**src/logic/pirq_defines.vh**
```
// Register offsets, field positions and reset values of the interrupt/loopback/diag bank
`ifndef PIRQ_DEFINES_VH
`define PIRQ_DEFINES_VH

`define PIRQ_ADDR_W          5
`define PIRQ_OFS_INT_CTRL    5'h1B
`define PIRQ_OFS_FUNC_CTRL   5'h1C
`define PIRQ_OFS_CABLE_DIAG  5'h1D

`define PIRQ_INT_EN_HI       15
`define PIRQ_INT_EN_LO       8
`define PIRQ_INT_FLAG_HI     7
`define PIRQ_INT_FLAG_LO     0
`define PIRQ_INT_EN_RST      8'h00

`define PIRQ_FC_LOOP_BIT     5
`define PIRQ_FC_RST          16'h0010

`define PIRQ_CD_START_BIT    15
`define PIRQ_CD_RES_HI       14
`define PIRQ_CD_RES_LO       13
`define PIRQ_CD_SHORT_BIT    12
`define PIRQ_CD_RSVD_HI      11
`define PIRQ_CD_RSVD_LO      9
`define PIRQ_CD_RSVD_RST     3'h0

`define PIRQ_RES_NORMAL      2'h0
`define PIRQ_RES_OPEN        2'h1
`define PIRQ_RES_SHORT       2'h2
`define PIRQ_RES_FAIL        2'h3

`endif

```
**src/logic/pirq_regs.v**
```verilog
// Interrupt, function control and cable diagnostic register logic of a 10/100 PHY
// Behaviour
// Bits 11..8 of the interrupt register are read-write enables for partner ack, link down, remote fault and link up, reset zero.
// Bits 7 and 6 latch jabber and receive error events, read-only, reset zero, cleared by a read.
// Bits 5 and 4 latch page received and parallel detect fault events, read-only, reset zero, cleared by a read.
// Bits 3 and 2 latch partner ack and link down events, read-only, reset zero, cleared by a read.
// Bits 1 and 0 latch remote fault and link up events, read-only, reset zero, cleared by a read.
// Bits 15..12 are read-write enables for jabber, receive error, page received and parallel detect fault, reset zero.
// The interrupt output is active while any flag is set with its enable set.
// Function control bit 5 selects local loopback, which acts only with the basic control loopback bit also set.
// Writing one to cable diag bit 15 starts the test and the bit clears itself when the test finishes.
// The host treats the result fields as valid only after reading bit 15 back as zero.
// Cable diag bits 14..13 report 00 normal, 01 open, 10 short, 11 failed, reset 00.
// Cable diag bit 12 is set when a cable shorter than ten metres is detected, reset zero.
`timescale 1ns/100ps
`include "pirq_defines.vh"

module pirq_regs (
  // Clock and reset
  input  wire        core_clk,
  input  wire        rst_n,
  // Management register access
  input  wire [4:0]  reg_addr,
  input  wire        reg_wr,
  input  wire        reg_rd,
  input  wire [15:0] reg_wdata,
  output reg  [15:0] reg_rdata,
  // Event pulses from link, AN and receive engines, order matches flag bits 7..0
  input  wire [7:0]  evt_in,
  // Loopback control
  input  wire        basic_loopback,
  output wire        local_loopback_en,
  // Cable test engine
  output reg         cable_test_start,
  input  wire        cable_test_done,
  input  wire [1:0]  cable_test_result,
  input  wire        cable_test_short,
  // Interrupt output
  output wire        irq_n
);

  reg  [7:0]  int_en_r;
  reg  [7:0]  int_flag_r;
  reg  [7:0]  int_flag_nxt;
  reg  [15:0] func_ctrl_r;
  reg         cd_busy_r;
  reg  [1:0]  cd_result_r;
  reg         cd_short_r;
  reg  [2:0]  cd_rsvd_r;

  wire wr_int = reg_wr && (reg_addr == `PIRQ_OFS_INT_CTRL);
  wire rd_int = reg_rd && (reg_addr == `PIRQ_OFS_INT_CTRL);
  wire wr_fc  = reg_wr && (reg_addr == `PIRQ_OFS_FUNC_CTRL);
  wire wr_cd  = reg_wr && (reg_addr == `PIRQ_OFS_CABLE_DIAG);
  wire cd_go  = wr_cd && reg_wdata[`PIRQ_CD_START_BIT] && !cd_busy_r;

  // Interrupt enables
  always @(posedge core_clk) begin
    if (!rst_n) begin
      int_en_r <= `PIRQ_INT_EN_RST;
    end else if (wr_int) begin
      int_en_r <= reg_wdata[`PIRQ_INT_EN_HI:`PIRQ_INT_EN_LO];
    end
  end

  // Read clears flags, but an event in the same cycle survives the clear
  always @* begin
    int_flag_nxt = int_flag_r;
    if (rd_int) begin
      int_flag_nxt = 8'h00;
    end
    int_flag_nxt = int_flag_nxt | evt_in;
  end

  always @(posedge core_clk) begin
    if (!rst_n) begin
      int_flag_r <= 8'h00;
    end else begin
      int_flag_r <= int_flag_nxt;
    end
  end

  // Enable bit n+8 gates flag bit n
  assign irq_n = ~|(int_flag_r & int_en_r);

  // Function control; reserved bits keep their written value
  always @(posedge core_clk) begin
    if (!rst_n) begin
      func_ctrl_r <= `PIRQ_FC_RST;
    end else if (wr_fc) begin
      func_ctrl_r <= reg_wdata;
    end
  end

  assign local_loopback_en = func_ctrl_r[`PIRQ_FC_LOOP_BIT] & basic_loopback;

  // Cable diagnostic: results update only when the engine reports done
  always @(posedge core_clk) begin
    if (!rst_n) begin
      cd_busy_r        <= 1'b0;
      cable_test_start <= 1'b0;
      cd_result_r      <= `PIRQ_RES_NORMAL;
      cd_short_r       <= 1'b0;
      cd_rsvd_r        <= `PIRQ_CD_RSVD_RST;
    end else begin
      cable_test_start <= cd_go;
      if (wr_cd) begin
        cd_rsvd_r <= reg_wdata[`PIRQ_CD_RSVD_HI:`PIRQ_CD_RSVD_LO];
      end
      if (cd_go) begin
        cd_busy_r <= 1'b1;
      end else if (cd_busy_r && cable_test_done) begin
        cd_busy_r   <= 1'b0;
        cd_result_r <= cable_test_result;
        cd_short_r  <= cable_test_short;
      end
    end
  end

  // Read data, registered; unmapped offsets read zero
  always @(posedge core_clk) begin
    if (!rst_n) begin
      reg_rdata <= 16'h0000;
    end else if (reg_rd) begin
      case (reg_addr)
        `PIRQ_OFS_INT_CTRL:   reg_rdata <= {int_en_r, int_flag_r};
        `PIRQ_OFS_FUNC_CTRL:  reg_rdata <= func_ctrl_r;
        `PIRQ_OFS_CABLE_DIAG: reg_rdata <= {cd_busy_r, cd_result_r, cd_short_r,
                                            cd_rsvd_r, 9'h000};
        default:              reg_rdata <= 16'h0000;
      endcase
    end
  end

endmodule // pirq_regs

```
**config.mk**
```make
export PLATFORM = sky130hd
export DESIGN_NAME = pirq_regs
export DESIGN_NICKNAME = d
export VERILOG_FILES = /design/src/logic/pirq_regs.v
export VERILOG_INCLUDE_DIRS = /design/src /design/src/logic
export SDC_FILE = /design/constraint.sdc
export NUM_CORES = 1
export LEC_CHECK = 0
export ABC_AREA = 1
export BUFFER_PORTS_ARGS = -buffer_cell sky130_fd_sc_hd__buf_4
export CAP_MARGIN = 20
export CORE_ASPECT_RATIO = 0.5
export CORE_UTILIZATION = 40
export CTS_CLUSTER_DIAMETER = 50
export DETAILED_ROUTE_END_ITERATION = 10
export PLACE_DENSITY = 0.63
export SLEW_MARGIN = 10
export SYNTH_ARGS = -nofsm -noshare
export SYNTH_HDL_FRONTEND = slang
export SYNTH_SLANG_ARGS = --single-unit
```
**constraint.sdc**
```tcl
create_clock -name core_clk -period 1.4 [get_ports core_clk]
set_input_delay 0.35 -clock core_clk [delete_from_list [all_inputs] [get_ports core_clk]]
set_output_delay 0.35 -clock core_clk [all_outputs]
set_load 0.03 [all_outputs]
```
==> results by group, run 1 <==
CTS
  – Clock sinks: 56
  – Clock slew at reported path FFs: 70 ps
  – Num CTS Buffers: 5
  – CTS tree: done
  – CTS Buffer Depth: 2
  – Root Buffer: clkbuf_16
  – Clk_lat worst skew: 290 ps
  – Hold Buf Count CTS: 0
  – H-tree levels: 2

Setup path
  – Worst-path fanout max: 3
  – Cells along the critical path: nand2_1 -> nand4_1 -> nor3_2 -> buf_4
  – Worst Setup SP: int_flag_r[6]
  – Critical path depth in cells: 4
  – Worst EP required: 1050 ps
  – Worst r2r src: int_en_r[3]
  – R2r setup slk: 460 ps
  – WS Path Type: flop to output pin
  – Worst Setup End Kind: output pin
  – CP top delay family: flip-flops
  – Crit path buf inv count: 1
  – Slowest stage cell, crit path: dfxtp_2
  – FF-to-FF path depth: 5
  – Worst EP arrival: 1120 ps
  – Worst setup SP type: flop
  – CP max stage delay: 340 ps

STA
  – Unrepaired setup endpoints after global routing: yes
  – Setup Skew: 5.27 ps
  – Pins Over Slew Limit: 0
  – Post-route minimum period: 1470 ps
  – Hold slack: 254 ps
  – Max transition margin: 78.3%
  – Fin. Hold Viols: 0
  – Final period utilization: 105%
  – Worst Tran Pin Value: 325 ps
  – Post-route setup slack: -69.4 ps
  – Count of final setup violators: 1
  – Fmax: 681 MHz
  – Setup TNS: -69.4 ps

Floorplan
  – IO Count: 57
  – Floorplan row count: 19
  – Core area: 0.00552 sq mm
  – Initial core utilization: 41.8%
  – DIE WIDTH: 109 um
  – Die area: 0.00609 sq mm
  – Die H: 55.7 um

Place
  – Hpwl dp: 4820 um
  – Placed Area: 0.00288 sq mm
  – IO buf count: 56
  – Placer's final routability congestion estimate: 0.866
  – Setup WS pre-CTS: -6.49 ps

Cells and area
  – Antenna diodes: 0
  – Area of the multi-input gates: 0.00107 sq mm
  – Post-layout util: 56.4%
  – Most frequent cells in the layout: 95 x nand2_1, 71 x buf_4, 43 x a21oi_1
  – Share of cells above drive strength 1: 30.1%
  – Area grow syn2layout: 34.7%
  – Reg area: 0.00114 sq mm
  – Final nets: 426
  – Commonest non-fill, non-tap cell in the layout: nand2_1
  – Fill cells: 521
  – Final std cell area, no fill: 0.00311 sq mm

Run
  – Max_cap viols: 0

Yosys
  – Syn_area_per_cell: 7.21 sq um
  – Seq/Total Area, Yosys: 48.6%
  – Synth Cell Area: 0.00231 sq mm
  – Synth unique cells: 23
  – Cell count after synthesis: 320
  – Share of the synthesized area in the top cell type: 48.6%
  – Yosys warnings: 0
  – FF+latch count, synth: 56
  – Largest area contributor in the netlist: dfxtp_1
  – Syn nets: 358
  – Synth top area cells: dfxtp_1 49%, nand2_1 16%, a21oi_1 9.3%

Global route
  – Total GRT Usage: 22.8%
  – First-pass GRT wire length: 10600 um
  – Vias in the first global route: 2160
  – Initial antenna violation count: 0
  – Largest net degree at the start of global routing: 44
  – Grt total ovfl: 0

Power
  – Pwr dens: 1020 mW/mm^2
  – Leakage: 1.33 nW
  – VDD IR-drop max: 616 uV

Drt
  – DRT Pass-1 Iters: 7
  – Total wire length: 6430 um
  – Routed Antenna Nets: 0
  – Drc violations: 2
  – Detail-routed via count per cell: 5.04
  – Drt wl/cell: 13.9 um
  – Vias: 2329
  – Violation count after the first detailed-route iteration: 95

Status
  – Failing checks: DRC, setup timing
  – Status: finished with violations

Hold path
  – Hold_sp: reg_wdata[4]
  – Hold Path Class: input port to flop
  – Hold path depth: 3
cells by family (layout without fill, tap and decap cells):
group / after synthesis / in the layout / share of synthesized area [%]
AO/OA/AOI/OAI: 57 / 57 / 12.4
AND/OR/NAND/NOR: 179 / 179 / 33.6
buffers and inverters: 28 / 97 / 5.48
flip-flops: 56 / 56 / 48.6
per-layer routing:
metal	vias up	global-route usage, %	part of all wire (%)
met3	9	3.98	7.3
met1	1063	33.2	47
met4	0	5.90	1.2
li1	1182	-	-
met5	-	0	0
met2	75	34.9	44
cell type report:
cell class                 instances  area share [%]
sequential                        56            36.7
timing repair buffer              74            19.1
clock buffer                       6            4.47
multi-input combinational        236            34.5
tap                               73            2.94
clock inverter                     2           0.322
inverter                          15            2.01
state kept, by name (all words and copies together) (netlist names):
| register | count |
|---|---|
| int_en_r | 8 |
| reg_rdata | 16 |
| cd_short_r | 1 |
| func_ctrl_r | 16 |
| cd_rsvd_r | 3 |
| cd_result_r | 2 |
| cable_test_start | 1 |
| cd_busy_r | 1 |
| int_flag_r | 8 |
through the flow:
stage	cells	total power, mW
after global routing	462	3.30
after global placement	447	1.93
final	462	3.17
after detailed placement	447	1.93
after CTS	462	3.19
after floorplan	320	1.78
path summary, 6_finish.rpt:
check,endpoint
max,irq_n
max reg2reg,reg_rdata[11]
min reg2reg,reg_rdata[12]
min,func_ctrl_r[4]
timing repair:
action                     4_1_cts  5_1_grt
setup endpoints to repair        1        1
buffers inserted                 7        0
resized for setup               17        4
pin swaps                        4        1
Yosys cell counts:
cell type  count
a21oi_1       43
buf_2          3
buf_4          1
buf_6          1
clkbuf_1       8
clkinv_1       1
clkinv_2       1
clkinv_4       1
dfxtp_1       56
inv_1          9
inv_2          3
nand2_1       98
nand2_2        2
nand2_4        1
nand3_1       39
nand3_4        1
nand4_1        1
nor2_1        30
nor2_2         3
nor2_4         2
nor3_1         2
o21ai_0        6
o21ai_1        8
where the power goes:
part	internal [mW]	switching, mW	leakage, nW
clock	0.706	0.548	0.0766
sequential	1.62	0.0214	0.459
combinational	0.134	0.142	0.797
total	2.46	0.711	1.33
worst min-delay path: stages:
cell and delay (ps):
buf_4 80, nand2_1 40, nand3_1 50
No activity file was read; power rests on OpenSTA's default activity.
==> run 2, diff against run 1 <==
Settings changed: CORE_ASPECT_RATIO 0.5 to 1.25.
==> run 2 against run 1 <==
Against the previous run: clock power fell by 8%; global-route usage shrank 2.4 points; routed wire length shrank 8.6%; the flow finishes with violations (setup timing).
==> results by group, run 2 (synthesis results as in run 1) <==
Cells and area
  – Biggest registers after layout: func_ctrl_r: 16 flops, reg_rdata: 16 flops (unchanged)
  – Finished Layout Cells: 456 (was 462)
  – Antenna diodes: 0 (unchanged)
  – Final nets: 429 (was 426)
  – Fill cells: 574 (was 521)
  – Area grow syn2layout: 34.5% (was 34.7%)
  – Most frequent cells in the layout: 97 x nand2_1, 73 x buf_4, 43 x a21oi_1 (was 95 x nand2_1, 71 x buf_4, 43 x a21oi_1)
  – Final std cell area, no fill: 0.00310 sq mm (was 0.00311 sq mm)
  – Share of cells above drive strength 1: 29.6% (was 30.1%)
  – Post-layout util: 56.6% (was 56.4%)
  – Commonest non-fill, non-tap cell in the layout: nand2_1 (unchanged)

Drt
  – Violation count after the first detailed-route iteration: 128 (was 95)
  – Detail-routed via count per cell: 4.96 (was 5.04)
  – Drt wl/cell: 12.9 um (was 13.9 um)
  – Drc violations: 0 (was 2)
  – Routed Antenna Nets: 0 (unchanged)
  – Vias: 2262 (was 2329)
  – DRT Pass-1 Iters: 4 (was 7)
  – Total wire length: 5880 um (was 6430 um)

Floorplan
  – IO Count: 57 (unchanged)
  – Core area: 0.00548 sq mm (was 0.00552 sq mm)
  – Floorplan row count: 30 (was 19)
  – DIE WIDTH: 69.9 um (was 109 um)
  – Die H: 86.9 um (was 55.7 um)
  – Initial core utilization: 42.1% (was 41.8%)
  – Die area: 0.00608 sq mm (was 0.00609 sq mm)

STA
  – Unrepaired setup endpoints after global routing: yes (unchanged)
  – Count of final setup violators: 1 (unchanged)
  – Max transition margin: 79.2% (was 78.3%)
  – Pins Over Slew Limit: 0 (unchanged)
  – Fmax: 668 MHz (was 681 MHz)
  – Final period utilization: 107% (was 105%)
  – Setup TNS: -96.8 ps (was -69.4 ps)
  – Setup Skew: 3.76 ps (was 5.27 ps)
  – Worst Tran Pin Value: 312 ps (was 325 ps)
  – Fin. Hold Viols: 0 (unchanged)
  – Hold slack: 234 ps (was 254 ps)
  – Post-route setup slack: -96.8 ps (was -69.4 ps)
  – Post-route minimum period: 1500 ps (was 1470 ps)

Setup path
  – Crit path buf inv count: 1 (unchanged)
  – Slowest stage cell, crit path: dfxtp_2 (unchanged)
  – CP max stage delay: 340 ps (about the same)
  – FF-to-FF path depth: 5 (unchanged)
  – Worst Setup End Kind: output pin (unchanged)
  – WS Path Type: flop to output pin (unchanged)
  – Worst EP required: 1050 ps (about the same)
  – Worst-path fanout max: 2 (was 3)
  – Cells along the critical path: nand2_1 -> nand4_1 -> nor3_2 -> buf_4 (unchanged)
  – CP top delay family: flip-flops (unchanged)
  – Worst EP arrival: 1150 ps (was 1120 ps)
  – Worst setup SP type: flop (unchanged)
  – Critical path depth in cells: 4 (unchanged)

CTS
  – Clk_lat worst skew: 310 ps (was 290 ps)
  – Root Buffer: clkbuf_8 (was clkbuf_16)
  – Clock sinks: 56 (unchanged)
  – Clock slew at reported path FFs: 90 ps (was 70 ps)
  – Num CTS Buffers: 5 (unchanged)
  – H-tree levels: 2 (unchanged)
  – CTS Buffer Depth: 2 (unchanged)
  – CTS tree: done (unchanged)

Hold path
  – Hold path depth: 3 (unchanged)
  – Hold Path Class: input port to flop (unchanged)

Power
  – Pwr dens: 991 mW/mm^2 (was 1020 mW/mm^2)
  – VDD IR-drop max: 520 uV (was 616 uV)
  – Leakage: 1.34 nW (was 1.33 nW)
  – Overall Power: 3.07 mW (was 3.17 mW)

Global route
  – Total GRT Usage: 20.5% (was 22.8%)
  – First-pass GRT wire length: 9760 um (was 10600 um)
  – Grt total ovfl: 0 (unchanged)
  – Vias in the first global route: 2096 (was 2160)
  – Initial antenna violation count: 0 (unchanged)
  – Largest net degree at the start of global routing: 44 (unchanged)

Place
  – Setup WS pre-CTS: 29.6 ps (was -6.49 ps)
  – Hpwl dp: 4170 um (was 4820 um)
  – IO buf count: 56 (unchanged)
  – Placed Cells: 438 (was 447)
  – Placer's final routability congestion estimate: 0.805 (was 0.866)
  – Placed Area: 0.00288 sq mm (about the same)

Status
  – Failing checks: setup timing (was DRC, setup timing)
  – Status: finished with violations (unchanged)

Run
  – Max_cap viols: 0 (unchanged)
run 2: cell count changes in the layout (fill, tap and decap cells not counted), moves of 2 or more:
cell,before,now
nand2_1,95,97
clkbuf_16,5,0
clkinv_2,3,1
buf_4,71,73
clkbuf_8,1,7
nand2_2,5,3
run 2: final timing paths:
check / slack [ps] / from / endpoint
setup / recovery: -100 / int_en_r[5] / irq_n
hold reg to reg: 470 / reg_rdata[5] / reg_rdata[5]
setup reg to reg: 510 / int_en_r[5] / reg_rdata[13]
hold / removal: 230 / evt_in[1] / int_flag_r[1]
run 2: routing by layer:
| metal | global-route usage (%) | part of all wire [%] |
|---|---|---|
| met1 | 25.5 | 44 |
| met2 | 35.1 | 49 |
| met3 | 3.94 | 5.1 |
| met4 | 7.64 | 2.0 |
| met5 | 0 | 0 |
run 2: tightest hold or removal path: stages:
cell and delay (ps):
buf_4 80, a21oi_1 30, nor2_1 60
run 2: report_power, final:
part | total (mW) | switching [mW] | internal, mW
Clock | 1.15 | 0.515 | 0.632
Combinational | 0.289 | 0.148 | 0.141
Sequential | 1.64 | 0.0166 | 1.62
run 2: layout make-up:
| class | instances | area [sq um] | share of cell area [%] |
|---|---|---|---|
| clock buffer | 7 | 96.3 | 3.10 |
| tap | 64 | 80.1 | 2.58 |
| inverter | 15 | 62.6 | 2.02 |
| clock inverter | 1 | 30.0 | 0.968 |
| timing repair buffer | 77 | 628 | 20.2 |
| sequential | 56 | 1140 | 36.7 |
| multi-input combinational | 236 | 1070 | 34.4 |
run 2: timing repair:
action | in CTS | in global routing
gates cloned | 0 | 0
buffers inserted | 10 | 0
hold buffers | 0 | 0
pin swaps | 2 | 0
setup endpoints to repair | 1 | 1
resized for setup | 14 | 3
